[config.mk]
export PLATFORM = sky130hd
export DESIGN_NAME = jls_top
export DESIGN_NICKNAME = d
export VERILOG_FILES = /design/src/common/jls_pkg.sv /design/src/common/jls_job_if.sv /design/src/logic/jls_sync.sv /design/src/logic/jls_job_slot.sv /design/src/logic/jls_top.sv
export VERILOG_INCLUDE_DIRS = /design/src /design/src/common
export SDC_FILE = /design/constraint.sdc
export NUM_CORES = 1
export LEC_CHECK = 0
export ABC_CLOCK_PERIOD_IN_PS = 5200
export BUFFER_PORTS_ARGS = -buffer_cell sky130_fd_sc_hd__buf_4
export CORE_ASPECT_RATIO = 0.75
export CORE_UTILIZATION = 52
export CTS_BUF_LIST = sky130_fd_sc_hd__clkbuf_4
export DETAILED_ROUTE_END_ITERATION = 8
export PLACE_DENSITY = 0.75
export RECOVER_POWER = 25
export SYNTH_ARGS = -nofsm -noshare
export SYNTH_HDL_FRONTEND = slang
export SYNTH_SLANG_ARGS = --single-unit
[constraint.sdc]
create_clock -name core_clk -period 5.2 [get_ports core_clk]
set_input_delay 1.04 -clock core_clk [delete_from_list [all_inputs] [get_ports core_clk]]
set_output_delay 1.04 -clock core_clk [all_outputs]
set_load 0.05 [all_outputs]
[src/common/jls_cfg.svh]
`ifndef JLS_CFG_SVH
`define JLS_CFG_SVH
`define JLS_CLK_HZ 100000000
`define JLS_HB_HALF_MS 1000
`define JLS_JOB_W 9
`define JLS_JOB_MIN 9'h001
`define JLS_JOB_MAX 9'h199
`define JLS_BCD_DIGIT_MAX 4'h9
`define JLS_REG_SYS_CFG 8'h00
`define JLS_REG_HORN_EN 8'h04
`define JLS_REG_STATUS 8'h08
`define JLS_REG_IRQ_STAT 8'h0C
`define JLS_REG_IRQ_MASK 8'h10
`define JLS_REG_JOB_BASE 8'h14
`define JLS_SYS_CFG_ALARM_EN 0
`define JLS_STATUS_ALARM 0
`define JLS_STATUS_HB 1
`define JLS_STATUS_LINK 2
`define JLS_STATUS_FW_ERR 3
`define JLS_STATUS_PEND_LSB 8
`define JLS_JOB_ACTIVE_LSB 0
`define JLS_JOB_PEND_LSB 16
`define JLS_JOB_PEND_V 31
`define JLS_IRQ_REJECT 0
`define JLS_IRQ_ACTIVATE 1
`define JLS_IRQ_LINK_LOST 2
`define JLS_IRQ_ALARM 3
`define JLS_IRQ_W 4
`define JLS_ALARM_EN_RST 1'b0
`define JLS_IRQ_MASK_RST 4'h0
`endif

[src/common/jls_pkg.sv]
package jls_pkg;
	typedef logic [8:0] jls_job_t;
	typedef enum logic [0:0] {
		JLS_BUS_IDLE = 1'b0,
		JLS_BUS_ANS = 1'b1
	} jls_bus_e;
endpackage

[src/common/jls_job_if.sv]
`timescale 1ns/1ns
interface jls_job_if;
	import jls_pkg::*;
	logic cap;
	jls_job_t job;
	logic job_ok;
	logic running;
	jls_job_t active;
	jls_job_t pend;
	logic pend_v;
	logic act_evt;
	logic rej_evt;
	modport top (output cap, job, job_ok, running,
		input active, pend, pend_v, act_evt, rej_evt);
	modport slot (input cap, job, job_ok, running,
		output active, pend, pend_v, act_evt, rej_evt);
endinterface

[src/logic/jls_sync.sv]
`timescale 1ns/1ns
module jls_sync #(
	parameter int W = 1
) (
	// Clock and reset.
	input wire logic core_clk,
	input wire logic rst_n,
	// Data.
	input wire logic [W-1:0] d,
	output logic [W-1:0] q
);
	logic [W-1:0] meta_q;

	always_ff @(posedge core_clk or negedge rst_n) begin
		if (!rst_n) begin
			meta_q <= '0;
			q <= '0;
		end else begin
			meta_q <= d;
			q <= meta_q;
		end
	end
endmodule // jls_sync

[src/logic/jls_job_slot.sv]
`timescale 1ns/1ns
`include "jls_cfg.svh"
module jls_job_slot
	import jls_pkg::*;
(
	// Clock and reset.
	input wire logic core_clk,
	input wire logic rst_n,
	// Link to the top.
	jls_job_if.slot jif
);
	logic run_q;
	jls_job_t active_q;
	jls_job_t pend_q;
	logic pend_v_q;
	logic act_evt_q;
	logic rej_evt_q;
	wire halt_evt = run_q & ~jif.running;
	wire take = jif.cap & jif.job_ok;
	wire take_now = take & ~jif.running;
	wire take_later = take & jif.running;
	wire release_pend = ~take & halt_evt & pend_v_q;

	always_ff @(posedge core_clk or negedge rst_n) begin
		if (!rst_n) begin
			run_q <= 1'b0;
			active_q <= '0;
			pend_q <= '0;
			pend_v_q <= 1'b0;
			act_evt_q <= 1'b0;
			rej_evt_q <= 1'b0;
		end else begin
			run_q <= jif.running;
			act_evt_q <= take_now | release_pend;
			rej_evt_q <= jif.cap & ~jif.job_ok;
			if (take_now) begin
				active_q <= jif.job;
				pend_v_q <= 1'b0;
			end else if (take_later) begin
				pend_q <= jif.job;
				pend_v_q <= 1'b1;
			end else if (release_pend) begin
				active_q <= pend_q;
				pend_v_q <= 1'b0;
			end
		end
	end

	assign jif.active = active_q;
	assign jif.pend = pend_q;
	assign jif.pend_v = pend_v_q;
	assign jif.act_evt = act_evt_q;
	assign jif.rej_evt = rej_evt_q;
endmodule // jls_job_slot

[src/logic/jls_top.sv]
// What this block does
// - Strobe rising edge captures the shared job.
// - Halted, ready or faulted: activate job immediately.
// - Running: hold job until halt or fault.
// - Pending storage holds exactly one job.
// - Newer captured job overwrites the pending one.
// - Job lines read only on strobe edge.
// - Job numbers range from 1 to 199.
// - Alarm follows system fault when enabled.
// - Per-applicator switch routes its fault to alarm.
// - Alarm disable blocks applicator faults too.
// - Heartbeat toggles near 0.5 Hz unless firmware fails.
// - Host-link output follows the Ethernet link.
//
// Our own choices: the register addresses and the Avalon-MM slave port.
`timescale 1ns/1ns
`include "jls_cfg.svh"
module jls_top
	import jls_pkg::*;
#(
	parameter int N_APP = 4,
	parameter int unsigned HB_HALF_CYC = `JLS_HB_HALF_MS * (`JLS_CLK_HZ / 1000)
) (
	// Clock and reset.
	input wire logic core_clk,
	input wire logic nrst,
	// Avalon-MM slave.
	input wire logic [7:0] avs_address,
	input wire logic avs_read,
	input wire logic avs_write,
	input wire logic [31:0] avs_writedata,
	input wire logic [3:0] avs_byteenable,
	output logic [31:0] avs_readdata,
	output logic avs_waitrequest,
	output logic irq,
	// Job load and link pins.
	input wire logic [8:0] job_bcd_pin,
	input wire logic [N_APP-1:0] load_strobe_pin,
	input wire logic link_up_pin,
	// Applicator and system state.
	input wire logic [N_APP-1:0] app_run,
	input wire logic [N_APP-1:0] app_fault,
	input wire logic sys_fault,
	input wire logic fw_err,
	// System outputs.
	output logic alarm_out,
	output logic heartbeat_out,
	output logic host_link_out,
	output logic [N_APP*9-1:0] active_job
);
	localparam int HBW = $clog2(HB_HALF_CYC + 1);

	// ************************************************************
	// Reset release and pin synchronisers.
	// ************************************************************
	logic rst_meta_q;
	logic rst_n;
	logic [8:0] job_s;
	logic [N_APP-1:0] strobe_s;
	logic link_s;

	always_ff @(posedge core_clk or negedge nrst) begin
		if (!nrst) begin
			rst_meta_q <= 1'b0;
			rst_n <= 1'b0;
		end else begin
			rst_meta_q <= 1'b1;
			rst_n <= rst_meta_q;
		end
	end

	jls_sync #(.W(9 + N_APP + 1)) u_sync (
		.core_clk(core_clk),
		.rst_n(rst_n),
		.d({job_bcd_pin, load_strobe_pin, link_up_pin}),
		.q({job_s, strobe_s, link_s})
	);

	// ************************************************************
	// Job capture and applicator slots.
	// ************************************************************
	logic [N_APP-1:0] strobe_q;
	logic [N_APP-1:0] cap;
	logic [N_APP-1:0] act_evt;
	logic [N_APP-1:0] rej_evt;
	logic [N_APP-1:0] pend_v;
	jls_job_t act_arr [N_APP];
	jls_job_t pend_arr [N_APP];
	wire digits_ok = job_s[3:0] <= `JLS_BCD_DIGIT_MAX && job_s[7:4] <= `JLS_BCD_DIGIT_MAX;
	wire range_ok = job_s >= `JLS_JOB_MIN && job_s <= `JLS_JOB_MAX;
	wire job_ok = digits_ok & range_ok;
	wire [N_APP-1:0] running = app_run & ~app_fault;

	assign cap = strobe_s & ~strobe_q;

	always_ff @(posedge core_clk or negedge rst_n) begin
		if (!rst_n) begin
			strobe_q <= '0;
		end else begin
			strobe_q <= strobe_s;
		end
	end

	for (genvar i = 0; i < N_APP; i++) begin : g_slot
		jls_job_if jif ();
		assign jif.cap = cap[i];
		assign jif.job = job_s;
		assign jif.job_ok = job_ok;
		assign jif.running = running[i];
		assign act_arr[i] = jif.active;
		assign pend_arr[i] = jif.pend;
		assign pend_v[i] = jif.pend_v;
		assign act_evt[i] = jif.act_evt;
		assign rej_evt[i] = jif.rej_evt;
		assign active_job[i*9 +: 9] = jif.active;
		jls_job_slot u_slot (
			.core_clk(core_clk),
			.rst_n(rst_n),
			.jif(jif)
		);
	end

	// ************************************************************
	// System alarm, heartbeat and host link.
	// ************************************************************
	logic alarm_en_q;
	logic [N_APP-1:0] horn_en_q;
	logic alarm_q;
	logic hb_q;
	logic [HBW-1:0] hb_cnt_q;
	logic link_q;
	wire app_horn = |(app_fault & horn_en_q);
	wire alarm_d = alarm_en_q & (sys_fault | app_horn);
	wire hb_wrap = hb_cnt_q == HBW'(HB_HALF_CYC - 1);

	always_ff @(posedge core_clk or negedge rst_n) begin
		if (!rst_n) begin
			alarm_q <= 1'b0;
			hb_q <= 1'b0;
			hb_cnt_q <= '0;
			link_q <= 1'b0;
		end else begin
			alarm_q <= alarm_d;
			link_q <= link_s;
			if (fw_err) begin
				hb_q <= 1'b0;
				hb_cnt_q <= '0;
			end else if (hb_wrap) begin
				hb_q <= ~hb_q;
				hb_cnt_q <= '0;
			end else begin
				hb_cnt_q <= hb_cnt_q + 1'b1;
			end
		end
	end

	assign alarm_out = alarm_q;
	assign heartbeat_out = hb_q;
	assign host_link_out = link_q;

	// ************************************************************
	// Register bus and interrupts.
	// ************************************************************
	jls_bus_e bus_q;
	logic [31:0] rdata_q;
	logic [31:0] rdata_d;
	logic [`JLS_IRQ_W-1:0] irq_stat_q;
	logic [`JLS_IRQ_W-1:0] irq_mask_q;
	logic [`JLS_IRQ_W-1:0] irq_set;
	wire req = avs_read | avs_write;
	wire ans = bus_q == JLS_BUS_ANS;
	wire wr_fire = avs_write & ans;
	wire [31:0] bem = {{8{avs_byteenable[3]}}, {8{avs_byteenable[2]}},
		{8{avs_byteenable[1]}}, {8{avs_byteenable[0]}}};
	wire [31:0] wd = avs_writedata & bem;
	wire sel_sys = avs_address == `JLS_REG_SYS_CFG;
	wire sel_horn = avs_address == `JLS_REG_HORN_EN;
	wire sel_stat = avs_address == `JLS_REG_IRQ_STAT;
	wire sel_mask = avs_address == `JLS_REG_IRQ_MASK;
	wire [`JLS_IRQ_W-1:0] irq_clr = (wr_fire & sel_stat) ? wd[`JLS_IRQ_W-1:0] : '0;

	assign irq_set[`JLS_IRQ_REJECT] = |rej_evt;
	assign irq_set[`JLS_IRQ_ACTIVATE] = |act_evt;
	assign irq_set[`JLS_IRQ_LINK_LOST] = link_q & ~link_s;
	assign irq_set[`JLS_IRQ_ALARM] = alarm_d & ~alarm_q;
	assign avs_waitrequest = req & ~ans;
	assign avs_readdata = rdata_q;
	assign irq = |(irq_stat_q & irq_mask_q);

	always_comb begin
		rdata_d = '0;
		if (avs_address == `JLS_REG_SYS_CFG) begin
			rdata_d[`JLS_SYS_CFG_ALARM_EN] = alarm_en_q;
		end else if (avs_address == `JLS_REG_HORN_EN) begin
			rdata_d[N_APP-1:0] = horn_en_q;
		end else if (avs_address == `JLS_REG_STATUS) begin
			rdata_d[`JLS_STATUS_ALARM] = alarm_q;
			rdata_d[`JLS_STATUS_HB] = hb_q;
			rdata_d[`JLS_STATUS_LINK] = link_q;
			rdata_d[`JLS_STATUS_FW_ERR] = fw_err;
			rdata_d[`JLS_STATUS_PEND_LSB +: N_APP] = pend_v;
		end else if (avs_address == `JLS_REG_IRQ_STAT) begin
			rdata_d[`JLS_IRQ_W-1:0] = irq_stat_q;
		end else if (avs_address == `JLS_REG_IRQ_MASK) begin
			rdata_d[`JLS_IRQ_W-1:0] = irq_mask_q;
		end
		for (int i = 0; i < N_APP; i++) begin
			if (avs_address == `JLS_REG_JOB_BASE + 8'(4 * i)) begin
				rdata_d[`JLS_JOB_ACTIVE_LSB +: 9] = act_arr[i];
				rdata_d[`JLS_JOB_PEND_LSB +: 9] = pend_arr[i];
				rdata_d[`JLS_JOB_PEND_V] = pend_v[i];
			end
		end
	end

	always_ff @(posedge core_clk or negedge rst_n) begin
		if (!rst_n) begin
			bus_q <= JLS_BUS_IDLE;
			rdata_q <= '0;
		end else begin
			bus_q <= (req & ~ans) ? JLS_BUS_ANS : JLS_BUS_IDLE;
			if (avs_read & ~ans) begin
				rdata_q <= rdata_d;
			end
		end
	end

	always_ff @(posedge core_clk or negedge rst_n) begin
		if (!rst_n) begin
			alarm_en_q <= `JLS_ALARM_EN_RST;
			horn_en_q <= '0;
			irq_mask_q <= `JLS_IRQ_MASK_RST;
			irq_stat_q <= '0;
		end else begin
			irq_stat_q <= (irq_stat_q & ~irq_clr) | irq_set;
			if (wr_fire & sel_sys & avs_byteenable[0]) begin
				alarm_en_q <= avs_writedata[`JLS_SYS_CFG_ALARM_EN];
			end
			if (wr_fire & sel_horn) begin
				horn_en_q <= (horn_en_q & ~bem[N_APP-1:0]) | wd[N_APP-1:0];
			end
			if (wr_fire & sel_mask) begin
				irq_mask_q <= (irq_mask_q & ~bem[`JLS_IRQ_W-1:0]) | wd[`JLS_IRQ_W-1:0];
			end
		end
	end
endmodule // jls_top

==> Word level (Yosys, flattened, before mapping) <==
Index checks and enable logic that the tools add are counted.
{ "totals": {"reg_bits": 188, "in_bits": 72, "output_inout_bits": 73, "elab_cells": 210} }
{ "op_classes": {"n_addsub": 1, "magnitude_cmp": 4, "n_eq_ne": 13, "n_mux": 51, "bitwise_logic": 78, "reduce_logical": 24} }
{ "op_table": {"columns": ["cell", "count"], "rows": [
  ["2-to-1 mux 9 bit", 20],
  ["2-to-1 mux 27 bit", 2],
  ["bitwise AND 1 bit", 40],
  ["bitwise AND 4 bit", 8],
  ["equality test 8 x 5 -> 1 bit, second input constant", 4],
  ["2-to-1 mux 4 bit", 8],
  ["adder 27 x 1 -> 27 bit, second input constant", 1],
  ["equality test 27 bit, second input constant", 1],
  ["2-to-1 mux 1 bit", 20],
  ["NOT 1 bit", 17],
  ["equality test 8 x 4 -> 1 bit, second input constant", 2],
  ["NOT 4 bit", 4],
  ["AND reduction 2 bit", 8],
  ["OR reduction 4 bit", 4],
  ["bitwise OR 4 bit", 3],
  ["nonzero test 3 bit", 4],
  ["nonzero test 2 bit", 5],
  ["greater-or-equal comparator 9 x 1 -> 1 bit, second input constant", 1],
  ["less-or-equal comparator 9 bit, second input constant", 1],
  ["equality test 8 x 3 -> 1 bit, second input constant", 1],
  ["equality test 8 x 6 -> 1 bit, second input constant", 1],
  ["less-or-equal comparator 4 bit, second input constant", 2],
  ["logical NOT 8 bit", 1],
  ["!= test 2 x 1 -> 1 bit, second input constant", 4],
  ["3 further kinds", 9]
]} }

==> Longest topological paths before layout <==
Gate-level depths: netlist (run 1).
{ "logic_depth": {"word_depth": 10, "depth_mapped": 7, "ltp_nobuf": 5} }

==> Hierarchy <==
From an unflattened synthesis (run 1), not the netlist that was laid out.
{ "unflattened": {"cells_unflattened": 698, "hier_area_um2": 8759.7} }
{ "by_module_without_submodules": {"columns": ["mod", "n_inst", "cells_each", "area_per_inst_um2", "seq_area_each_um2"], "rows": [
  ["jls_top", 1, 442, 4230.3, 1801.7],
  ["jls_job_slot", 4, 57, 957.2, 550.5],
  ["jls_sync", 1, 28, 700.7, 700.7]
]} }

==> Least setup slack after synthesis (run 1) <==
OpenSTA, ideal clock, no wires.
{ "synth_path": {"path_type": "input -> output", "from": "input port avs_write", "to": "output port avs_waitrequest", "arrival_ns": 1.737, "t_required_ns": 4.160, "path_slack_ns": 2.423, "cell_stages": 2, "n_path_buf": 0, "cell_sequence": "nor2_1 nor2_1"} }
{ "synth_via": {"elab_chain_cells": 2} }
{ "synth_rtl": {"columns": ["element", "line", "rtl"], "rows": [
  ["start, declared", "jls_top.sv:30", "input wire logic avs_write,"],
  ["bitwise OR 1 bit", "jls_top.sv:170", "wire req = avs_read | avs_write;"],
  ["bitwise AND 1 bit", "jls_top.sv:186", "assign avs_waitrequest = req & ~ans;"],
  ["end, declared", "jls_top.sv:34", "output logic avs_waitrequest,"]
]} }
Every way passes these cells.

==> parameters.txt, run 1 <==
Parameter                              Value

Clock tree
  CTS tree    built
  Setup fix buffers added after clock tree synthesis    0
  Post-cts sizing count    0
  Hold-fix buffer count after cts    0
  Cell at the root of the clock tree    sky130_fd_sc_hd__clkbuf_4
  Number of levels the H-tree was split into    4
  Clock tree buffer depth    2
  Sinks on Clock Net    188
  Inserted Clock Buffers    17
  Clock slew seen by the registers of the worst setup and hold paths    between 0.15 and 0.2 ns
  Clk_lat worst skew    0.59 ns

Logic synthesis
  Summed instance area of the synthesized netlist    between 0.008 and 0.009 sq mm
  Post-synthesis cell type with the largest combined area    sky130_fd_sc_hd__dfrtp_1
  Yosys reg bits    188
  Number of library cell types mapped by synthesis    63
  Count of flip-flops with a built-in enable after synthesis    0
  Cell count after synthesis    728
  Main area contributors after synthesis    sky130_fd_sc_hd__dfrtp_1, sky130_fd_sc_hd__mux2i_1, sky130_fd_sc_hd__mux2_2
  Fraction of registers with async set/reset    100.0%
  Share of synthesized area occupied by flip-flops and latches    56.54%
  Top cell type's share of synthesized area    56.54%
  Number of warnings printed during yosys synthesis    0
  Mean instance size in the synthesized netlist    11.43 sq um
  Dominant register cell in the synthesized netlist    sky130_fd_sc_hd__dfrtp_1

Finish
  Area taken by flip-flops and latches    approximately 0.0047 sq mm
  Number of fillers in the final layout    1261
  Antenna Diode Count    0
  Area added between synthesis and finish    13.61%
  Proportion of layout cells with a drive suffix above 1    25.21%
  Area of the multi-input gates    0.003321 sq mm
  Nets    889

Route
  Drt total wl    around 21 mm
  Routed vias/inst    5.940
  Detail Route Antenna Nets    0
  Via Count    6142
  Post-detailed-route DRC marker count    0
  Post-detailed-route wirelength per cell    19.99 um
  Pre-Repair DR Iteration Count    5
  Drt first-iter violations    523

GRT
  Number of global-route vias before repair    6105
  Met1 GRT Util    ~37%
  Met2 demand-to-capacity share in global routing    39.81%
  Global-route congestion overflow total    0
  Largest net degree at the start of global routing    approximately 120
  Global routing met3 resource utilization    8.361%
  Top Usage Layer GRT    met2
  Global-route total usage across every layer    between 20% and 30%
  Global-route wire length before repair    33.35 mm
  Initial antenna violation count    0

STA
  Final Hold Viols    0
  Worst slew pin tran    2.941 ns
  Worst slew margin relative to its limit    -96.05%
  # setup viols final    0
  Portion of the clock cycle consumed by the worst path in the final layout    55.98%
  Crit path time final    2.911 ns
  Hold_ws    around 0.2 ns
  Unrepaired setup endpoints after global routing    false
  Max Clock Freq    343.5 MHz
  Worst-case clock skew    0.02572 ns
  Setup Total Neg Slack    0 ns
  Fin. max-slew vios    73

Placement
  Detailed-placement wirelength estimate    14.07 mm
  Final weighted congestion in routability-driven placement    0.8872
  Number of input and output port buffers inserted    103

Critical path
  Arrival time of data at the critical path endpoint    between 2 and 3 ns
  Type of element launching the critical path    flop
  Crit. End Element    async pin
  Critical setup path kind    flop to async pin
  Critical register-to-register path endpoint    g_slot[3].u_slot.jif.active[0]$_DFFE_PN0P_
  R2R cell count    0
  FF-to-FF Start    rst_n$_DFF_PN0_
  Crit Path Max Fanout    73
  Worst path required time    5.27 ns
  R2r setup slk    2.29 ns

Power
  PnR Total Power    between 0.003 and 0.004 W
  Maximum resistive drop on vdd    roughly 0.00028 V
  Total power per unit cell area    around 390 mW/mm^2
  Static leakage    4.079 nW

Run status
  Failing checks    max-capacitance violations, max-slew violations
  Result of the run    finished, violations left

Floorplan
  Vertical die dimension    111.5 um
  IO Count    approximately 150
  Area of the core    between 0.015 and 0.02 sq mm
  Die extent in x    about 150 um
  Number of standard-cell rows in the floorplan    39
  Initial Utilization    53.96%
  Die area    0.01652 sq mm

Run
  Number of maximum-capacitance constraint violations    1

Min path
  Tightest Hold Check Type    primary input to async pin
-- Yosys cell counts, types with 3 or more instances --
library cell,n
sky130_fd_sc_hd__o21ai_0,51
sky130_fd_sc_hd__buf_2,13
sky130_fd_sc_hd__a22o_1,5
sky130_fd_sc_hd__a21oi_1,8
sky130_fd_sc_hd__mux2_2,27
sky130_fd_sc_hd__and2_1,3
sky130_fd_sc_hd__o22a_1,4
sky130_fd_sc_hd__o22ai_1,5
sky130_fd_sc_hd__nor2_1,64
sky130_fd_sc_hd__and3_1,11
sky130_fd_sc_hd__nand2_1,74
sky130_fd_sc_hd__nor2b_1,3
sky130_fd_sc_hd__mux2_4,18
sky130_fd_sc_hd__a21o_1,3
sky130_fd_sc_hd__nor4_2,5
sky130_fd_sc_hd__nand3_1,10
sky130_fd_sc_hd__buf_4,12
sky130_fd_sc_hd__a222oi_1,15
sky130_fd_sc_hd__or2_2,5
sky130_fd_sc_hd__nand4_1,5
sky130_fd_sc_hd__nor4_1,10
sky130_fd_sc_hd__a31oi_1,16
sky130_fd_sc_hd__xnor2_1,20
sky130_fd_sc_hd__nor3_1,7
sky130_fd_sc_hd__inv_1,15
sky130_fd_sc_hd__buf_1,6
sky130_fd_sc_hd__o21ba_2,4
sky130_fd_sc_hd__and4_1,4
sky130_fd_sc_hd__nand2b_1,14
sky130_fd_sc_hd__clkbuf_1,15
sky130_fd_sc_hd__a22oi_1,5
sky130_fd_sc_hd__xor2_1,7
sky130_fd_sc_hd__mux2i_1,36
sky130_fd_sc_hd__dfrtp_1,188
-- area by class of cell --
type	count	share of cell area [%]
clock buffers	17	1.350
clock inverters	15	1.694
inverters	15	0.5956
multi-input cells	484	35.13
flip-flops and latches	188	49.77
well taps	205	2.713
repair buffers	110	8.749
-- per-layer routing --
| layer | wire (um) | up-vias |
|---|---|---|
| met3 | 1779 | 29 |
| met4 | 290 | 0 |
| li1 | - | 2742 |
| met2 | 9587 | 280 |
| met1 | 9017 | 3091 |
| met5 | 0 | - |
-- stage by stage --
stage / worst slack, ns / std cells / instance area, sq um / util, %
2_1_floorplan: 2.099 / 737 / 8356 / -
3_3_place_gp: 2.004 / 1002 / 9180 / 59.53
3_5_place_dp: 1.935 / 1002 / 9180 / 59.53
4_1_cts: 2.361 / 1034 / 9468 / 61.40
5_1_grt: 1.621 / 1034 / 9453 / 61.30
6_report: 2.289 / 1034 / 9453 / 61.30
-- sequential cells by signal (all words and copies together), names as in the netlist, 14 cells and up, named ones only --
name / flops
hb_cnt_q: 27
u_sync.q: 14
g_slot.u_slot.jif.pend: 36
g_slot.u_slot.jif.active: 36
u_sync.meta_q: 14
avs_readdata: 22
-- logic make-up after synthesis --
| logic type | share of synthesized area (%) |
|---|---|
| DFF | 56.54 |
| other | 0.09026 |
| muxes | 11.23 |
| adders and majority gates | 0.1504 |
| and+or+nand+nor | 14.78 |
| xor gates and xnor gates | 2.842 |
| buffers and inverters | 3.985 |
| AOI/OAI and AO/OA | 10.38 |
-- power breakdown --
group | total [W] | internal [W] | switching [W]
Sequential | 0.00190 | 0.00167 | 0.000232
Combinational | 0.000967 | 0.000330 | 0.000637
Clock | 0.000802 | 0.000257 | 0.000545
-- placed cells by master (no fill, tap or decap), types with 4 or more instances in the layout --
master and count:
sky130_fd_sc_hd__o22ai_1 5, sky130_fd_sc_hd__nor3_1 7, sky130_fd_sc_hd__buf_4 89, sky130_fd_sc_hd__mux2i_1 36, sky130_fd_sc_hd__o21ba_2 4, sky130_fd_sc_hd__nand4_1 5
sky130_fd_sc_hd__or2_2 5, sky130_fd_sc_hd__dfrtp_1 188, sky130_fd_sc_hd__and3_1 11, sky130_fd_sc_hd__inv_8 4, sky130_fd_sc_hd__xor2_1 7, sky130_fd_sc_hd__conb_1 11
sky130_fd_sc_hd__a22o_1 5, sky130_fd_sc_hd__clkbuf_4 34, sky130_fd_sc_hd__a21oi_1 8, sky130_fd_sc_hd__o21ai_0 51, sky130_fd_sc_hd__a222oi_1 15, sky130_fd_sc_hd__nor4_1 10
sky130_fd_sc_hd__o22a_1 4, sky130_fd_sc_hd__nor2_1 64, sky130_fd_sc_hd__nand3_1 10, sky130_fd_sc_hd__nor4_2 5, sky130_fd_sc_hd__inv_1 15, sky130_fd_sc_hd__mux2_2 27
sky130_fd_sc_hd__nand2_1 74, sky130_fd_sc_hd__a22oi_1 5, sky130_fd_sc_hd__and4_1 4, sky130_fd_sc_hd__nand2b_1 14, sky130_fd_sc_hd__xnor2_1 20, sky130_fd_sc_hd__mux2_4 18
sky130_fd_sc_hd__a31oi_1 16
-- worst max path at each step --
stage | startpoint | endpoint | slack (ns) | cells past startpoint
floorplan | rst_n$_DFF_PN0_ | async pin | 2.10 | 0
global placement | avs_address[5] | avs_readdata[0]$_DFFE_PN0P_ | 2.00 | 6
detailed placement | avs_address[2] | avs_readdata[4]$_DFFE_PN0P_ | 1.94 | 5
CTS | u_sync.q[11]$_DFF_PN0_ | g_slot[3].u_slot.jif.pend[0]$_DFFE_PN0P_ | 2.36 | 5
global route | rst_n$_DFF_PN0_ | u_sync.q[0]$_DFF_PN0_ | 1.62 | 0
finish | rst_n$_DFF_PN0_ | g_slot[3].u_slot.jif.active[0]$_DFFE_PN0P_ | 2.29 | 0
(Power assumes the default switching activity.)
==> run 2, diff against run 1 <==
- ABC_AREA: not set -> 1
- ABC_CLOCK_PERIOD_IN_PS: 5200 -> 3000
- CORE_UTILIZATION: 52 -> 58
- PLACE_DENSITY: 0.75 -> 0.79
- clock period: 5.2 -> 3 ns (I/O delays scaled with it)
==> run 2 against run 1 <==
Compared with the run above: the run still ends with max-capacitance violations, max-slew violations left; routed wire length up 3.0%; first-iteration DRC count up 18%; synthesized cell count up 37%; clock-buffer cell count unchanged; critical endpoint is now g_slot[3].u_slot.jif.pend[7]$_DFFE_PN0P_; largest cell class unchanged.
==> parameters.txt, run 2 <==
Parameter                              Value

Logic synthesis
  Most numerous cell in the Yosys netlist    sky130_fd_sc_hd__nand2_1
  Yosys reg bits    188 (unchanged)
  Cell count after synthesis    1000 (+37%)
  Number of library cell types mapped by synthesis    39 (-38%)
  Dominant register cell in the synthesized netlist    sky130_fd_sc_hd__dfrtp_1
  Count of flip-flops with a built-in enable after synthesis    0 (unchanged)
  Post-synthesis cell type with the largest combined area    sky130_fd_sc_hd__dfrtp_1
  Summed instance area of the synthesized netlist    0.008539 sq mm (+2.6%)
  Post-synth top cells    sky130_fd_sc_hd__nand2_1, sky130_fd_sc_hd__dfrtp_1, sky130_fd_sc_hd__nor2_1, sky130_fd_sc_hd__inv_1, sky130_fd_sc_hd__o21ai_0
  Fraction of registers with async set/reset    100.0% (unchanged)
  Number of warnings printed during yosys synthesis    0 (unchanged)
  Mean instance size in the synthesized netlist    8.539 sq um (-25%)
  Share of synthesized area occupied by flip-flops and latches    55.09% (-1.4 points)
  Main area contributors after synthesis    sky130_fd_sc_hd__dfrtp_1, sky130_fd_sc_hd__nand2_1, sky130_fd_sc_hd__nor2_1
  Top cell type's share of synthesized area    55.09% (-1.4 points)

STA
  # setup viols final    0 (unchanged)
  Worst slew margin relative to its limit    -42.76% (+53 points)
  Unrepaired setup endpoints after global routing    false
  Least setup slack across all paths after layout    0.7538 ns (-1.535 ns)
  Fin. max-slew vios    50 (-32%)
  Setup Total Neg Slack    0 ns (unchanged)
  Worst-case clock skew    0.01905 ns (-0.006671 ns)
  Portion of the clock cycle consumed by the worst path in the final layout    74.87% (+19 points)
  Final Hold Viols    0 (unchanged)
  Worst slew pin tran    2.141 ns (-0.7994 ns)
  Crit path time final    2.246 ns (-0.6647 ns)
  Max Clock Freq    445.2 MHz (+30%)

Finish
  Final cell utilization of the core    67.36% (+6.1 points)
  Most frequent standard cell in the layout excluding fill and tap cells    sky130_fd_sc_hd__nand2_1
  Final instance area    0.009704 sq mm (+2.7%)
  Area added between synthesis and finish    13.64% (about the same)
  Antenna Diode Count    0 (unchanged)
  Number of fillers in the final layout    1183 (-6.2%)
  Post-route non-filler standard cell count    1312 (+27%)
  Area taken by flip-flops and latches    0.004705 sq mm (unchanged)
  Proportion of layout cells with a drive suffix above 1    14.84% (-10 points)
  Commonest cells after routing, fill and taps aside    sky130_fd_sc_hd__nand2_1, sky130_fd_sc_hd__dfrtp_1, sky130_fd_sc_hd__nor2_1, sky130_fd_sc_hd__buf_4, sky130_fd_sc_hd__inv_1
  Nets    1173 (+32%)
  Area of the multi-input gates    0.003229 sq mm (-2.8%)

Floorplan
  Number of standard-cell rows in the floorplan    38 (-2.6%)
  Die area    0.01522 sq mm (-7.9%)
  IO Count    145 (unchanged)
  Vertical die dimension    107.1 um (-4.0%)
  Area of the core    0.01441 sq mm (-6.6%)
  Die extent in x    142.1 um (-4.0%)
  Initial Utilization    59.28% (+5.3 points)

Critical path
  Critical setup path kind    flop to async pin
  Worst path max stage delay    roughly 1.8 ns
  Buffer and inverter count on the worst path    1
  Category of cells accounting for the largest share of critical-path delay    flip-flops
  FF-to-FF Start    rst_n$_DFF_PN0_
  R2r setup slk    0.75 ns (-1.54 ns)
  Type of element launching the critical path    flop
  Crit Path Max Fanout    94 (+29%)
  R2R cell count    1 (+1)
  Arrival time of data at the critical path endpoint    2.98 ns (about the same)
  Cell type of the slowest stage on the worst timing path    sky130_fd_sc_hd__dfrtp_1
  Ordered cell list for the critical path    buf_12
  Worst path required time    3.73 ns (-1.54 ns)
  Critical register-to-register path endpoint    g_slot[3].u_slot.jif.pend[7]$_DFFE_PN0P_
  Crit. End Element    async pin

GRT
  Largest net degree at the start of global routing    95 (-17%)
  Global-route total usage across every layer    29.54% (+2.8 points)
  Initial antenna violation count    0 (unchanged)
  Global-route congestion overflow total    0 (unchanged)
  Global-route wire length before repair    33.69 mm (+1.0%)
  Number of global-route vias before repair    6579 (+7.8%)

Clock tree
  Inserted Clock Buffers    17 (unchanged)
  Clock slew seen by the registers of the worst setup and hold paths    0.15 ns (about the same)
  Number of levels the H-tree was split into    4 (unchanged)
  Clk_lat worst skew    0.61 ns (+0.02 ns)
  Post-cts sizing count    0 (unchanged)
  CTS tree    built
  Sinks on Clock Net    188 (unchanged)
  Clock tree buffer depth    2 (unchanged)
  Cell at the root of the clock tree    sky130_fd_sc_hd__clkbuf_4

Placement
  Number of input and output port buffers inserted    103 (unchanged)
  Detailed-placement wirelength estimate    15.35 mm (+9.1%)
  Final weighted congestion in routability-driven placement    0.9419 (+6.2%)
  Instance area at placement    0.009437 sq mm (+2.8%)
  Worst setup slack after placement    0.6497 ns (-1.285 ns)
  Number of placed instances, taps included    1280 (+28%)

Run status
  Failing checks    max-capacitance violations, max-slew violations
  Result of the run    finished, violations left

Power
  Switching part of the total power    37.41% (-1.1 points)
  Logic gate share of total power    25.0% (-1.3 points)
  Portion of total power attributed to the clock network    22.6% (+0.7 points)
  Total power per unit cell area    626.8 mW/mm^2 (+61%)
  Switching power total    0.002276 W (+61%)
  Static leakage    4.774 nW (+17%)
  Cell internal pwr    0.003807 W (+69%)
  Part of the total power dissipated in sequential elements    52.3% (+0.5 points)
  Maximum resistive drop on vdd    0.0004498 V (+61%)

Route
  Drt total wl    21.29 mm (+3.0%)
  Post-detailed-route wirelength per cell    16.23 um (-19%)
  Via Count    7202 (+17%)
  Pre-Repair DR Iteration Count    5 (unchanged)
  Detail Route Antenna Nets    0 (unchanged)
  Routed vias/inst    5.489 (-7.6%)
  Post-detailed-route DRC marker count    0 (unchanged)
  Drt first-iter violations    618 (+18%)

Min path
  Worst hold path cell count    1
  Tightest Hold Check Type    primary input to flop
  Worst Hold End    u_sync.meta_q[9]$_DFF_PN0_
  Hold path start    job_bcd_pin[4]

Run
  Number of maximum-capacitance constraint violations    1 (unchanged)
-- run 2: cell types whose count changed in the layout (fill, tap and decap cells not counted), moves of 18 or more --
cell | previous run | this run
sky130_fd_sc_hd__mux2i_1 | 36 | 18
sky130_fd_sc_hd__o21ai_1 | 1 | 34
sky130_fd_sc_hd__a21oi_1 | 8 | 35
sky130_fd_sc_hd__nor2_1 | 64 | 120
sky130_fd_sc_hd__mux2_2 | 27 | 0
sky130_fd_sc_hd__nand2_1 | 74 | 267
sky130_fd_sc_hd__nand3_1 | 10 | 33
sky130_fd_sc_hd__mux2_4 | 18 | 0
sky130_fd_sc_hd__inv_1 | 15 | 92
-- run 2: kinds of logic after synthesis --
| family | share of synthesized area, % |
|---|---|
| flip-flops | 55.09 |
| buffers and inverters | 7.399 |
| AO/OA/AOI/OAI | 9.392 |
| other | 0.08794 |
| adder cells (fa/ha/maj) | 0.1465 |
| XOR/XNOR | 1.436 |
| multiplexers | 2.110 |
| AND/OR/NAND/NOR | 24.34 |
-- run 2: power by group through the flow --
stage          clock network [W]  registers [W]  logic, W
2_1_floorplan                  0        0.00372  0.000473
3_3_place_gp                   0        0.00322   0.00149
3_5_place_dp                   0        0.00322   0.00152
4_1_cts                  0.00139        0.00317   0.00153
5_1_grt                  0.00149        0.00322   0.00163
6_report                 0.00138        0.00318   0.00152
-- run 2: metrics by stage --
stage | total power [W] | hold WS, ns
global placement | 0.004708 | 0.3328
CTS | 0.006097 | 0.07178
detailed placement | 0.004744 | 0.3358
global route | 0.006334 | 0.08030
finish | 0.006083 | 0.1183
floorplan | 0.004197 | 0.3044
-- run 2: final cells by class --
type	count	area share [%]
Timing Repair Buffer	113	8.987
Multi-Input combinational cell	680	33.28
Inverter	100	3.868
Tap cell	200	2.579
Clock inverter	14	1.496
Sequential cell	188	48.48
Clock buffer	17	1.315
-- run 2: worst max-delay path by stage --
stage | startpoint | endpoint | slack [ns] | depth (start not counted)
after floorplan | rst_n$_DFF_PN0_ | async pin | 1.07 | 0
after global placement | avs_address[0] | avs_readdata[20]$_DFFE_PN0P_ | 0.66 | 10
after detailed placement | avs_address[0] | avs_readdata[7]$_DFFE_PN0P_ | 0.65 | 10
after CTS | u_sync.q[6]$_DFF_PN0_ | g_slot[0].u_slot.jif.active[6]$_DFFE_PN0P_ | 0.92 | 7
after global routing | rst_n$_DFF_PN0_ | g_slot[0].u_slot.jif.pend[1]$_DFFE_PN0P_ | 0.39 | 1
final | rst_n$_DFF_PN0_ | g_slot[3].u_slot.jif.pend[7]$_DFFE_PN0P_ | 0.75 | 1
-- run 2: timing repair --
item,in CTS,in global routing
hold endpoints to repair,2,0
hold buffers,1,0
buffers inserted,0,0
-- run 2: layer usage --
layer  wire [um]  up-vias  track usage [%]
met3        2054       29            6.565
met2        9499      335            45.13
met5           0        -                0
met1        9429     3455            42.77
met4         310        0            7.834
li1            -     3383                -
